==> config.mk <==
export PLATFORM = sky130hd
export DESIGN_NAME = srs_reset_sequencer
export DESIGN_NICKNAME = d
export VERILOG_FILES = /design/src/pkg/srs_pkg.sv /design/src/design/srs_reset_sequencer.sv
export SDC_FILE = /design/constraint.sdc
export NUM_CORES = 1
export LEC_CHECK = 0
export BUFFER_PORTS_ARGS = -buffer_cell sky130_fd_sc_hd__buf_4
export CAP_MARGIN = 10
export CORE_MARGIN = 2
export CORE_UTILIZATION = 55
export DETAILED_ROUTE_END_ITERATION = 6
export PLACE_DENSITY = 0.92
export SETUP_SLACK_MARGIN = 0.02
export SLEW_MARGIN = 0
export SYNTH_ARGS = -nofsm -noshare
export SYNTH_HDL_FRONTEND = slang
export SYNTH_SLANG_ARGS = --single-unit
export TNS_END_PERCENT = 30
==> constraint.sdc <==
create_clock -name clk -period 3.7 [get_ports clk]
set_input_delay 0.74 -clock clk [delete_from_list [all_inputs] [get_ports clk]]
set_output_delay 0.74 -clock clk [all_outputs]
set_load 0.02 [all_outputs]
==> src/pkg/srs_pkg.sv <==
// Constants, types and register map of the system reset sequencer
package srs_pkg;

    // Register byte offsets
    localparam logic [7:0] REG_STATUS_OFF = 8'h04;
    localparam logic [7:0] REG_MODE_OFF   = 8'h08;
    localparam logic [7:0] REG_MASK_OFF   = 8'h0c;

    // Status and mask field positions (same layout)
    localparam int STS_SEEN_BIT  = 0;
    localparam int STS_TYPE_LSB  = 8;
    localparam int STS_LEVEL_BIT = 16;

    // Mode field positions
    localparam int MODE_UEN_BIT = 0;
    localparam int MODE_IEN_BIT = 4;
    localparam int MODE_LEN_LSB = 8;

    localparam int LEN_W   = 4;
    localparam int TYPE_W  = 3;
    localparam int CNT_W   = 9;
    localparam int PULSE_W = 17;

    // Last reset type codes
    localparam logic [TYPE_W-1:0] RST_TYPE_GENERAL = 3'h0;
    localparam logic [TYPE_W-1:0] RST_TYPE_WAKEUP  = 3'h1;
    localparam logic [TYPE_W-1:0] RST_TYPE_USER    = 3'h4;

    // Timing
    localparam int CLK_PERIOD_NS   = 5;
    localparam int STARTUP_TIME_NS = 1280;
    localparam int STARTUP_CYCLES  = (STARTUP_TIME_NS + CLK_PERIOD_NS - 1) / CLK_PERIOD_NS;
    localparam int HOLD_CYCLES     = 3;
    localparam logic [CNT_W-1:0] STARTUP_LAST = CNT_W'(STARTUP_CYCLES - 1);
    localparam logic [CNT_W-1:0] HOLD_LAST    = CNT_W'(HOLD_CYCLES - 1);
    localparam logic [CNT_W-1:0] CNT_ONE      = 9'h001;
    localparam logic [1:0]       BOOT_DELAY   = 2'h3;
    localparam logic [PULSE_W-1:0] PULSE_ONE  = 17'h00001;

    // Sequencer states
    typedef enum logic [5:0] {
        ST_BACKUP    = 6'h01,
        ST_STARTUP   = 6'h02,
        ST_HOLD      = 6'h04,
        ST_RUN       = 6'h08,
        ST_CORE_DOWN = 6'h10,
        ST_USER      = 6'h20
    } srs_state_t;

    typedef struct packed {
        logic        psel;
        logic        penable;
        logic        pwrite;
        logic [7:0]  paddr;
        logic [31:0] pwdata;
    } srs_apb_req_t;

    typedef struct packed {
        logic [31:0] prdata;
        logic        pready;
        logic        pslverr;
    } srs_apb_rsp_t;

    typedef struct packed {
        logic proc_rst_n;
        logic periph_rst_n;
        logic backup_rst_n;
        logic proc_clk_en;
    } srs_resets_t;

    typedef struct packed {
        logic             user_reset_enable;
        logic             user_reset_irq_enable;
        logic [LEN_W-1:0] pin_pulse_length_field;
    } srs_mode_t;

endpackage : srs_pkg

==> src/design/srs_reset_sequencer.sv <==
// System reset sequencer: power-up sequencing, reset pin manager, boot select, APB registers
`timescale 1ns/1ps

module srs_reset_sequencer (
    // Clock and reset
    input  wire logic                 clk,
    input  wire logic                 rst_n,
    // Register bus
    input  wire srs_pkg::srs_apb_req_t apb_req,
    output srs_pkg::srs_apb_rsp_t     apb_rsp,
    // Supply monitors
    input  wire logic                 por_backup_n,
    input  wire logic                 por_core_n,
    // External reset pin
    input  wire logic                 rst_pin_i,
    output logic                      rst_pin_o,
    output logic                      rst_pin_oe_n,
    // Boot select
    input  wire logic                 boot_select_pin,
    output logic                      boot_sel,
    // Resets and interrupt
    output srs_pkg::srs_resets_t      resets,
    output logic                      irq
);
    import srs_pkg::*;

    srs_state_t          state_ff;
    srs_state_t          nxt_state;
    logic [CNT_W-1:0]    cnt_ff;
    logic [CNT_W-1:0]    nxt_cnt;
    logic [TYPE_W-1:0]   pend_type_ff;
    logic [TYPE_W-1:0]   nxt_pend_type;
    logic [TYPE_W-1:0]   type_ff;
    srs_resets_t         resets_ff;
    srs_resets_t         nxt_resets;
    srs_mode_t           mode_ff;
    logic                mask_seen_ff;
    logic                seen_ff;
    logic                nxt_seen;
    logic                irq_ff;
    logic                pin_meta_ff;
    logic                pin_sync_ff;
    logic                pin_prev_ff;
    logic [2:0]          drive_hist_ff;
    logic                drive_ff;
    logic                pulse_on_ff;
    logic [PULSE_W-1:0]  pulse_cnt_ff;
    logic                nxt_pulse_on;
    logic [PULSE_W-1:0]  nxt_pulse_cnt;
    logic                core_prev_ff;
    logic [1:0]          boot_cnt_ff;
    logic                boot_sel_ff;
    srs_apb_rsp_t        rsp_ff;
    logic [31:0]         status_word;
    logic [31:0]         mode_word;
    logic [31:0]         mask_word;

    // Pin input conditioning
    wire pin_low    = ~pin_sync_ff;
    wire pin_fall   = pin_prev_ff & ~pin_sync_ff;
    wire self_quiet = ~drive_ff & (drive_hist_ff == 3'h0);
    wire user_trig  = pin_low & self_quiet & mode_ff.user_reset_enable;

    // Bus decode
    wire setup       = apb_req.psel & ~apb_req.penable;
    wire access_done = apb_req.psel & apb_req.penable & rsp_ff.pready;
    wire hit_status  = (apb_req.paddr == REG_STATUS_OFF);
    wire hit_mode    = (apb_req.paddr == REG_MODE_OFF);
    wire hit_mask    = (apb_req.paddr == REG_MASK_OFF);
    wire mapped      = hit_status | hit_mode | hit_mask;
    wire write_mode  = access_done & apb_req.pwrite & hit_mode;
    wire write_mask  = access_done & apb_req.pwrite & hit_mask;
    wire status_read = access_done & ~apb_req.pwrite & hit_status;
    wire [31:0] rd_mux = hit_status ? status_word :
                         hit_mode   ? mode_word   :
                         hit_mask   ? mask_word   : 32'h0000_0000;

    // Sequencer events
    wire enter_run = (nxt_state == ST_RUN) & (state_ff != ST_RUN);
    wire enter_usr = (nxt_state == ST_USER) & (state_ff == ST_RUN);
    wire ext_req   = (enter_run & (pend_type_ff != RST_TYPE_USER)) | enter_usr;
    // Pin held low through power-up, core-down and non-user hold
    wire hold_pin  = (nxt_state == ST_BACKUP) | (nxt_state == ST_STARTUP) |
                     (nxt_state == ST_CORE_DOWN) |
                     ((nxt_state == ST_HOLD) & (nxt_pend_type != RST_TYPE_USER));
    // Fifth bit keeps a length of 15 from wrapping the shift to zero
    wire [LEN_W:0]     pulse_shift = {1'b0, mode_ff.pin_pulse_length_field} + 5'h01;
    wire [PULSE_W-1:0] pulse_last  = (PULSE_ONE << pulse_shift) - PULSE_ONE;
    wire core_rise = por_core_n & ~core_prev_ff;

    // Register words
    always_comb begin
        status_word = 32'h0000_0000;
        status_word[STS_SEEN_BIT] = seen_ff;
        status_word[STS_TYPE_LSB +: TYPE_W] = type_ff;
        status_word[STS_LEVEL_BIT] = pin_sync_ff;
        mode_word = 32'h0000_0000;
        mode_word[MODE_UEN_BIT] = mode_ff.user_reset_enable;
        mode_word[MODE_IEN_BIT] = mode_ff.user_reset_irq_enable;
        mode_word[MODE_LEN_LSB +: LEN_W] = mode_ff.pin_pulse_length_field;
        mask_word = 32'h0000_0000;
        mask_word[STS_SEEN_BIT] = mask_seen_ff;
    end

    // Reset state manager
    always_comb begin
        nxt_state     = state_ff;
        nxt_cnt       = cnt_ff;
        nxt_pend_type = pend_type_ff;
        case (state_ff)
            ST_BACKUP: begin
                if (por_backup_n) begin
                    nxt_state = ST_STARTUP;
                    nxt_cnt   = '0;
                end
            end
            ST_STARTUP: begin
                if (cnt_ff == STARTUP_LAST) begin
                    nxt_state     = ST_HOLD;
                    nxt_cnt       = '0;
                    nxt_pend_type = RST_TYPE_GENERAL;
                end else begin
                    nxt_cnt = cnt_ff + CNT_ONE;
                end
            end
            ST_HOLD: begin
                if (cnt_ff == HOLD_LAST) begin
                    nxt_state = ST_RUN;
                end else begin
                    nxt_cnt = cnt_ff + CNT_ONE;
                end
            end
            ST_CORE_DOWN: begin
                if (por_core_n) begin
                    nxt_state     = ST_HOLD;
                    nxt_cnt       = '0;
                    nxt_pend_type = RST_TYPE_WAKEUP;
                end
            end
            ST_RUN: begin
                if (user_trig) begin
                    nxt_state = ST_USER;
                end
            end
            ST_USER: begin
                // Internal resets stay while anyone holds the pin low
                if (!pin_low && !pulse_on_ff) begin
                    nxt_state     = ST_HOLD;
                    nxt_cnt       = '0;
                    nxt_pend_type = RST_TYPE_USER;
                end
            end
            default: begin
                nxt_state = ST_BACKUP;
            end
        endcase
        if (resets_ff.backup_rst_n && !por_core_n && state_ff != ST_CORE_DOWN) begin
            nxt_state = ST_CORE_DOWN;
        end
        if (!por_backup_n) begin
            nxt_state = ST_BACKUP;
        end
    end

    // Reset outputs follow the next state
    always_comb begin
        nxt_resets.proc_rst_n   = (nxt_state == ST_RUN);
        nxt_resets.periph_rst_n = (nxt_state == ST_RUN);
        nxt_resets.backup_rst_n = ~((nxt_state == ST_BACKUP) | (nxt_state == ST_STARTUP)) &
                                  (resets_ff.backup_rst_n | (nxt_state == ST_RUN));
        nxt_resets.proc_clk_en  = (nxt_state == ST_HOLD) | (nxt_state == ST_RUN);
    end

    // Pin pulse shaper
    always_comb begin
        nxt_pulse_on  = pulse_on_ff;
        nxt_pulse_cnt = pulse_cnt_ff;
        if (nxt_state == ST_BACKUP) begin
            nxt_pulse_on  = 1'b0;
            nxt_pulse_cnt = '0;
        end else if (ext_req) begin
            nxt_pulse_on  = 1'b1;
            nxt_pulse_cnt = pulse_last;
        end else if (pulse_on_ff) begin
            if (pulse_cnt_ff == '0) begin
                nxt_pulse_on = 1'b0;
            end else begin
                nxt_pulse_cnt = pulse_cnt_ff - PULSE_ONE;
            end
        end
    end

    // Seen flag: a new assertion wins over the read clear
    assign nxt_seen = pin_fall | (seen_ff & ~status_read);

    // Sequencer registers
    always_ff @(posedge clk or negedge rst_n) begin
        if (!rst_n) begin
            state_ff     <= ST_BACKUP;
            cnt_ff       <= '0;
            pend_type_ff <= RST_TYPE_GENERAL;
            resets_ff    <= '0;
        end else begin
            state_ff     <= nxt_state;
            cnt_ff       <= nxt_cnt;
            pend_type_ff <= nxt_pend_type;
            resets_ff    <= nxt_resets;
        end
    end

    // Last reset type, loaded only at processor release
    always_ff @(posedge clk or negedge rst_n) begin
        if (!rst_n) begin
            type_ff <= RST_TYPE_GENERAL;
        end else if (enter_run) begin
            type_ff <= pend_type_ff;
        end
    end

    // Pin synchronizer and drive history
    always_ff @(posedge clk or negedge rst_n) begin
        if (!rst_n) begin
            pin_meta_ff   <= 1'b1;
            pin_sync_ff   <= 1'b1;
            pin_prev_ff   <= 1'b1;
            drive_hist_ff <= 3'h0;
        end else begin
            pin_meta_ff   <= rst_pin_i;
            pin_sync_ff   <= pin_meta_ff;
            pin_prev_ff   <= pin_sync_ff;
            drive_hist_ff <= {drive_hist_ff[1:0], drive_ff};
        end
    end

    // Pin drive: power-up hold, then the shaped pulse
    always_ff @(posedge clk or negedge rst_n) begin
        if (!rst_n) begin
            pulse_on_ff  <= 1'b0;
            pulse_cnt_ff <= '0;
            drive_ff     <= 1'b1;
        end else begin
            pulse_on_ff  <= nxt_pulse_on;
            pulse_cnt_ff <= nxt_pulse_cnt;
            drive_ff     <= hold_pin | nxt_pulse_on;
        end
    end

    // Mode register, backup domain
    always_ff @(posedge clk or negedge rst_n) begin
        if (!rst_n) begin
            mode_ff <= '0;
        end else if (!resets_ff.backup_rst_n) begin
            mode_ff <= '0;
        end else if (write_mode) begin
            mode_ff.user_reset_enable      <= apb_req.pwdata[MODE_UEN_BIT];
            mode_ff.user_reset_irq_enable  <= apb_req.pwdata[MODE_IEN_BIT];
            mode_ff.pin_pulse_length_field <= apb_req.pwdata[MODE_LEN_LSB +: LEN_W];
        end
    end

    // Mask register: gates the seen flag onto irq
    always_ff @(posedge clk or negedge rst_n) begin
        if (!rst_n) begin
            mask_seen_ff <= 1'b0;
        end else if (write_mask) begin
            mask_seen_ff <= apb_req.pwdata[STS_SEEN_BIT];
        end
    end

    // Status flag and interrupt
    always_ff @(posedge clk or negedge rst_n) begin
        if (!rst_n) begin
            seen_ff <= 1'b0;
            irq_ff  <= 1'b0;
        end else begin
            seen_ff <= nxt_seen;
            irq_ff  <= nxt_seen & mask_seen_ff & mode_ff.user_reset_irq_enable &
                       ~mode_ff.user_reset_enable;
        end
    end

    // Boot select sampling
    always_ff @(posedge clk or negedge rst_n) begin
        if (!rst_n) begin
            core_prev_ff <= 1'b0;
            boot_cnt_ff  <= 2'h0;
            boot_sel_ff  <= 1'b0;
        end else begin
            core_prev_ff <= por_core_n;
            if (core_rise) begin
                boot_cnt_ff <= BOOT_DELAY;
            end else if (boot_cnt_ff != 2'h0) begin
                boot_cnt_ff <= boot_cnt_ff - 2'h1;
            end
            if (boot_cnt_ff == 2'h1) begin
                boot_sel_ff <= boot_select_pin;
            end
        end
    end

    // APB answer: data captured in setup, ready in the access cycle
    always_ff @(posedge clk or negedge rst_n) begin
        if (!rst_n) begin
            rsp_ff <= '0;
        end else begin
            rsp_ff.pready  <= setup;
            rsp_ff.pslverr <= setup & ~mapped;
            rsp_ff.prdata  <= (setup & ~apb_req.pwrite) ? rd_mux : 32'h0000_0000;
        end
    end

    // Outputs straight from registers, rst_pin_o tied low; the pin is open drain
    assign apb_rsp      = rsp_ff;
    assign resets       = resets_ff;
    assign irq          = irq_ff;
    assign boot_sel     = boot_sel_ff;
    assign rst_pin_o    = 1'b0;
    assign rst_pin_oe_n = ~drive_ff;

endmodule : srs_reset_sequencer

**After elaboration in Yosys (flattened, before gate mapping)**

Index checks and enable logic that the tools add are counted.

- Flip-flop bits (word level): 81
- Input bits: 49
- Logic and storage cells: 150

- $add $sub $neg: 5
- Eq/ne operators: 28
- Shift-type cells: 1
- Muxes and demuxes: 34
- Bitwise operators: 43
- Reduce and logical (&&, ||, !) cells: 13

Operators by type and width:

| cell | count |
|---|---|
| two-way mux 17 bit | 6 |
| two-way mux 6 bit | 9 |
| two-way mux 9 bit | 5 |
| case mux 9 bit (5 select lines) | 1 |
| case mux 6 bit (6 select lines) | 1 |
| subtractor 17 x 1 -> 17 bit, second input constant | 2 |
| bitwise AND 1 bit | 24 |
| zero test 17 bit | 1 |
| left shift 1 x 5 -> 17 bit, first input constant | 1 |
| equality test 8 x 4 -> 1 bit, second input constant | 2 |
| equality test 6 x 1 -> 1 bit, second input constant | 2 |
| equality test 6 x 2 -> 1 bit, second input constant | 2 |
| equality test 6 x 3 -> 1 bit, second input constant | 2 |
| equality test 6 x 4 -> 1 bit, second input constant | 2 |
| equality test 6 x 5 -> 1 bit, second input constant | 2 |
| equality test 6 bit, second input constant | 2 |
| two-way mux 12 bit | 1 |
| OR 1 bit | 10 |
| adder 9 x 1 -> 9 bit, second input constant | 1 |
| equality test 9 x 2 -> 1 bit, second input constant | 1 |
| equality test 9 x 8 -> 1 bit, second input constant | 1 |
| two-way mux 3 bit | 3 |
| != test 3 bit, second input constant | 3 |
| NOT 1 bit | 9 |
| 19 further kinds | 31 |

**Depth between registers and ports, before layout**

Gate-level depths: netlist of the first run.

- Depth after elaboration: 15
- Gate-level depth with buffers: 16
- Depth with buffers taken out: 15

**Least setup slack after synthesis of the first run**

OpenSTA, ideal clock, no wires.

- Path type: reg-to-reg
- From: register state_ff[1]
- To: register pulse_cnt_ff[16]
- Setup time: 94 ps
- Data arrival time: 3,309 ps
- Slack: 297 ps
- Cell stages (with the launch flop): 16
- Cells stage by stage: dfrtp_1 -> buf_6 -> or4_4 -> o21ai_4 -> o311ai_4 -> o21bai_4 -> buf_6 -> clkbuf_1 -> a21oi_1 -> ha_1 -> nand2b_1 -> nor4_1 -> o2111ai_1 -> nor4_1 -> xnor2_1 -> a211oi_1

- Longest elaborated chain between the ends: 10
- Elaborated cells between the ends (all ways): 29
- Those cells by class: 12 x eq/ne; 10 x mux; 4 x bitwise; 3 x reduce/logical

RTL lines:

| item | RTL line | text |
|---|---|---|
| from (decl) | srs_reset_sequencer.sv:27 | `srs_state_t state_ff;` |
| from (signal assigned) | srs_reset_sequencer.sv:204 | `state_ff <= nxt_state;` |
| equality test 6 bit, or another cell as far along | srs_reset_sequencer.sv:110 | `case (state_ff)` |
| case mux 6 bit (6 select lines) / logical AND 1 bit (equally long branches) | srs_reset_sequencer.sv:110, srs_reset_sequencer.sv:157 |  |
| two-way mux 6 bit | srs_reset_sequencer.sv:157 | `if (resets_ff.backup_rst_n && !por_core_n && state_ff != ST_CORE_DOWN) begin` |
| two-way mux 6 bit | srs_reset_sequencer.sv:160 | `if (!por_backup_n) begin` |
| equality test 6 x 4 -> 1 bit | srs_reset_sequencer.sv:79 | `wire enter_run = (nxt_state == ST_RUN) & (state_ff != ST_RUN);` |
| bitwise AND 1 bit | srs_reset_sequencer.sv:79 |  |
| bitwise AND 1 bit | srs_reset_sequencer.sv:81 | `wire ext_req = (enter_run & (pend_type_ff != RST_TYPE_USER)) \| enter_usr;` |
| OR 1 bit | srs_reset_sequencer.sv:81 |  |
| != test 3 bit (no source line), or another cell as far along | -- |  |
| AND reduction 2 bit (no source line) / two-way mux 17 bit (equally long branches) | -- |  |
| to (signal assigned) | srs_reset_sequencer.sv:243 | `pulse_cnt_ff <= nxt_pulse_cnt;` |
| to (decl) | srs_reset_sequencer.sv:47 | `logic [PULSE_W-1:0] pulse_cnt_ff;` |

Several ways; a longest one is shown, not always the timed one.
A chain may end at the register's enable or synchronous reset.

**Worst setup path in the final report of the first run**

- From: register state_ff[4]
- To: register pulse_cnt_ff[16]

Same word-level chain as after synthesis.

==> results of run 1 <==
-- worst min-delay path by stage --
stage	startpoint	endpoint	slack, ps	cells after the start
after global routing	pin_meta_ff$_DFF_PN1_	pin_sync_ff$_DFF_PN1_	370	0
after floorplan	pin_meta_ff$_DFF_PN1_	pin_sync_ff$_DFF_PN1_	350	0
after CTS	pin_meta_ff$_DFF_PN1_	pin_sync_ff$_DFF_PN1_	360	0
after detailed placement	pin_meta_ff$_DFF_PN1_	pin_sync_ff$_DFF_PN1_	350	0
after global placement	pin_meta_ff$_DFF_PN1_	pin_sync_ff$_DFF_PN1_	350	0
final	pin_meta_ff$_DFF_PN1_	pin_sync_ff$_DFF_PN1_	360	0
-- cell type report --
type                    count  area [um2]
clock inverters             5        57.6
clock buffers              11         141
multi-input cells         321        2110
well taps                  99         124
flip-flops and latches     71        1780
inverters                  13        48.8
repair buffers             44         330
fillers                   555        2660
-- layout by cell type (no fill, tap or decap), drive strengths merged, types with 4 or more instances in the layout --
cell type and n:
o31ai 6, nor4b 5, nor3 17, o21ai 18
mux2 5, or3 5, nand2 28, a221oi 4
o21a 6, nand3 13, buf 44, xnor2 8
nor4 11, nor2 28, or2 4, nor2b 15
dfrtp 66, ha 7, or4 5, a21oi 14
dfstp 5, and2 6, a211oi 15, and3 7
nand4 4, inv 13, xor2 9, mux2i 6
nand2b 12, conb 26, clkbuf 11
-- worst max-delay path: stages, from the launching register on --
cell       delay (ps)
dfrtp_1           510
xor2_1            230
o211a_1           280
o311ai_4          400
o21bai_4          250
nor4b_1           100
a21oi_1           150
ha_1              180
nand2b_1           90
nor4_2            280
o2111ai_2         270
nor4_2            240
xnor2_1           100
a211oi_1          270
-- timing repair --
item	CTS	global route
setup endpoints to repair	0	4
endpoints found under the hold margin	0	0
gates resized for setup	0	5
setup buffers	0	0
-- stage by stage --
step / hold WS [ps] / TNS (ps) / total power, mW
6_report: 361 / 0 / 1.80
5_1_grt: 366 / -5.84 / 1.88
4_1_cts: 363 / 0 / 1.80
3_5_place_dp: 349 / 0 / 1.18
2_1_floorplan: 345 / 0 / 1.10
3_3_place_gp: 347 / 0 / 1.16
-- cells by family after synthesis --
group / after synthesis / share of synthesized area
adder cells (fa/ha/maj): 7 / 0.0213
AO/OA/AOI/OAI: 92 / 0.167
buffers and inverters: 59 / 0.0836
flip-flops: 71 / 0.433
AND/OR/NAND/NOR: 168 / 0.229
other: 1 / 0.000911
multiplexers: 11 / 0.0283
XOR/XNOR: 17 / 0.0362
-- power groups by stage --
stage / combinational, mW / sequential (mW) / clock (mW)
floorplan: 0.224 / 0.877 / 0
global placement: 0.282 / 0.880 / 0
detailed placement: 0.293 / 0.883 / 0
CTS: 0.298 / 0.871 / 0.633
global route: 0.330 / 0.879 / 0.667
finish: 0.298 / 0.873 / 0.625
-- flip-flops by register name, indices dropped and copies added, names as in the netlist, 6 cells and up --
name          flops
state_ff          6
mode_ff           6
pulse_cnt_ff     17
apb_rsp           9
cnt_ff            9
-- layer usage --
layer  vias up  global-route usage
met2       113               0.361
met3        16              0.0543
met1      1576               0.289
li1       1557                   -
met4         0              0.0769
met5         -                   0
==> out/metrics.csv, run 1 <==
metric,value,unit
status,"finished, final reports clean",
rows,31,
numCtsBuffers,9,
final_max_slew_viol_count,0,
grt_pass1_wl,14800,um
cts_root_buf,clkbuf_8,
clockBufferDepth,2,
fp.dieH,90.5,um
skew,11.7,ps
period_needed,3450,ps
synth_area_leader_cell,dfrtp_1,
drcViolationCount,0,
crit_end,pulse_cnt_ff[16]$_DFFE_PN0P_,
antenna_found_initial,0,
cts.sinks,71,
drt_iter0_markers,210,
critPathMaxFanout,9,
grt_usage,0.222,
grt_max_degree,72,
hpwl,5980,um
fp.coreArea,7250,um2
io_buffer_count,38,
setup_slack,251,ps
grt_pass1_vias,3163,
p_leak,1.96,nW
chipWidth,90.5,um
syn_inst,426,
ant_nets,0,
firstDrtPassIters,4,
fin_cells,564,
cts_tree,yes,
endpoint_kind,register,
cap_viol_max_count,0,
avgSynthCellArea,9.66,um2
hold_viol,0,
synth_edf_count,0,
num_vias,3262,
dr_wl_met3,473,um
wl_met1,3650,um
path_clk_slew,80,ps
comb_power_share,0.166,
worstMarginPinSlew,859,ps
via_per_inst,5.78,
timing.final.crit_share,0.932,
crit_start,state_ff[4]$_DFF_PN0_,
grt-ovfl-total,0,
async_flop_share,1.00,
fin_area,4600,um2
wirelength,8650,um
ys_seq_area_frac,0.433,
ir_worst_vdd,196,uV
p_sw,0.523,mW
maxUsedRoutingLayer,met4,
synth.most_common_cell,dfrtp_1,
die_area,8190,um2
seqPwrFrac,0.486,
r2r_slack,250,ps
reg2reg_from,state_ff[4]$_DFF_PN0_,
r2r_end,pulse_cnt_ff[16]$_DFFE_PN0P_,
dpl_cell_area,4370,um2
setup_viol,0,
clk_latency,350,ps
syn_area,4120,um2
diodes,0,
worstHoldPathType,reg -> reg,
pre_cts_ws,108,ps
p_clk_frac,0.348,
synth_common_cells,"dfrtp_1 (66), nand2_1 (28), buf_4 (27), nor2_1 (27), o21ai_0 (16)",
synthTopCellsByArea,"dfrtp_1 (40%), buf_4 (4.9%), dfstp_2 (3.2%)",
yosysWarnings,0,
h-tree-depth,3,
ys_ff_latch,71,
netlist.area_leader.share,0.401,
relSlewSlack,0.427,
nets,516,
synth_flop_cell,dfrtp_1,
arrival,3690,ps
wl_met2,4380,um
fmax,0.290,GHz
place_congestion,0.878,
drive_gt1_frac,0.200,
intPower,1.27,mW
worstSetupPathType,reg -> reg,
crit_required,3940,ps
wl_per_cell,15.3,um
start_util,0.567,
reg2regPathDepth,13,
synthToLayoutAreaGrowth,11.7,%
utilization,0.634,
io_pins,91,
start_kind,register,
swShare,0.291,
powerDensity,390,nW/um2
cts_hold_buf,0,
dp.cells,548,
synth_cell_types,64,
Note: power is estimated with default switching activity, not from simulation.
==> run 2: changes to the inputs <==
PLACE_DENSITY = not set   (was 0.92)
PLACE_DENSITY_LB_ADDON = 0.08   (was not set)
==> run 2 against run 1 <==
  * Power down 1.5%
  * Hold slack worse by 2.9 ps
  * First-iteration DRC count down 44%
  * Routed wire length down 2.5%
  * Clock skew down 1.7 ps
  * Die area unchanged
==> out/metrics.csv, run 2 (synthesis gave the netlist of run 1 again) <==
metric,value,unit
cts_tree,yes,
drcViolationCount,0,
cts.sinks,71,
place_congestion,0.846,
cts_root_buf,clkbuf_8,
status,"finished, final reports clean",
p_leak,1.98,nW
arrival,3640,ps
io_buffer_count,38,
io_pins,91,
grt_usage,0.216,
crit_required,3960,ps
critPathMaxFanout,15,
clockBufferDepth,2,
largest_register_ff_count,17,
hold_viol,0,
synthToLayoutAreaGrowth,11.9,%
worstSetupPathType,reg -> reg,
num_vias,3162,
path_clk_slew,90,ps
relSlewSlack,0.426,
final_max_slew_viol_count,0,
rows,31,
via_per_inst,5.59,
utilization,0.635,
rsz0062_at_grt,false,
grt_pass1_vias,3008,
start_util,0.567,
pre_cts_ws,36.5,ps
fp.coreArea,7250,um2
period_needed,3380,ps
drt_iter0_markers,117,
start_kind,register,
numCtsBuffers,9,
chipWidth,90.5,um
firstDrtPassIters,4,
dpl_cell_area,4380,um2
ant_nets,0,
wl_per_cell,14.9,um
powerDensity,384,nW/um2
die_area,8190,um2
grt_use_met1,0.302,
fin_total_pwr,1.77,mW
layout_common_cells,"dfrtp_1 (66), buf_4 (46), nand2_1 (28)",
regMostFlops,pulse_cnt_ff,
nets,518,
grt-ovfl-total,0,
grt_max_degree,72,
fmax,0.296,GHz
grt_most_used_layer,met2,
hpwl,5910,um
globalRouteMet2Util,0.338,
fin_area,4610,um2
drive_gt1_frac,0.203,
h-tree-depth,3,
grt_pass1_wl,14500,um
skew,10.0,ps
wirelength,8430,um
setup_slack,321,ps
timing.final.crit_share,0.913,
diodes,0,
setup_viol,0,
antenna_found_initial,0,
worstHoldPathType,reg -> reg,
clk_latency,350,ps
ir_worst_vdd,307,uV
gr-usage-met3,0.0359,
timing.setup.tns,0,ps
fp.dieH,90.5,um
worstMarginPinSlew,860,ps
endpoint_kind,register,
mostFrequentLayoutCell,dfrtp_1,
cap_viol_max_count,0,
post-cts-setup-buffer-count,0,
==> run 2: worst paths after layout <==
kind,start,endpoint,slack [ps],cells after the start
setup / recovery,state_ff[4]$_DFF_PN0_,pulse_cnt_ff[16]$_DFFE_PN0P_,320,13
hold / removal,pin_meta_ff$_DFF_PN1_,pin_sync_ff$_DFF_PN1_,360,0
setup reg to reg,state_ff[4]$_DFF_PN0_,pulse_cnt_ff[16]$_DFFE_PN0P_,320,13
hold reg to reg,pin_meta_ff$_DFF_PN1_,pin_sync_ff$_DFF_PN1_,360,0
max in group asynchronous,rst_n,cnt_ff[5]$_DFFE_PN0P_,2650,1
min in group asynchronous,rst_n,drive_hist_ff[2]$_DFF_PN0_,500,1
==> run 2: per-layer routing <==
metal	routed length [um]	vias to the layer above
met3	298	11
met1	3970	1516
met5	0	-
li1	-	1563
met2	4050	72
met4	114	0
==> run 2: cell type report <==
class / instances / area (um2)
sequential: 71 / 1780
timing repair buffer: 46 / 345
fill: 627 / 2650
multi-input combinational: 321 / 2120
clock buffer: 10 / 138
inverter: 13 / 48.8
clock inverter: 6 / 52.6
tap: 99 / 124
==> run 2: timing repair <==
item,in CTS,in global routing
resized for setup,2,3
endpoints found under the setup margin,1,2
hold buffers,0,0
==> run 2: per-stage QoR <==
| stage | cells | hold WS [ps] |
|---|---|---|
| after floorplan | 451 | 345 |
| after global placement | 550 | 346 |
| after detailed placement | 550 | 348 |
| after CTS | 566 | 360 |
| after global routing | 566 | 369 |
| final | 566 | 359 |
==> run 2: worst max-delay path, stage by stage, from the launching register on <==
cell	delay, ps
dfrtp_1	490
xor2_1	220
o211a_1	270
o311ai_4	420
o21bai_4	310
nor4b_1	100
a21oi_1	140
ha_1	180
nand2b_1	110
nor4_4	210
o2111ai_2	250
nor4_2	260
xnor2_1	120
a211oi_1	220
==> run 2: report_power, final <==
group	leakage (nW)	internal [mW]	switching (mW)
clock	0.0914	0.272	0.330
combinational	0.948	0.115	0.182
sequential	0.938	0.828	0.0406
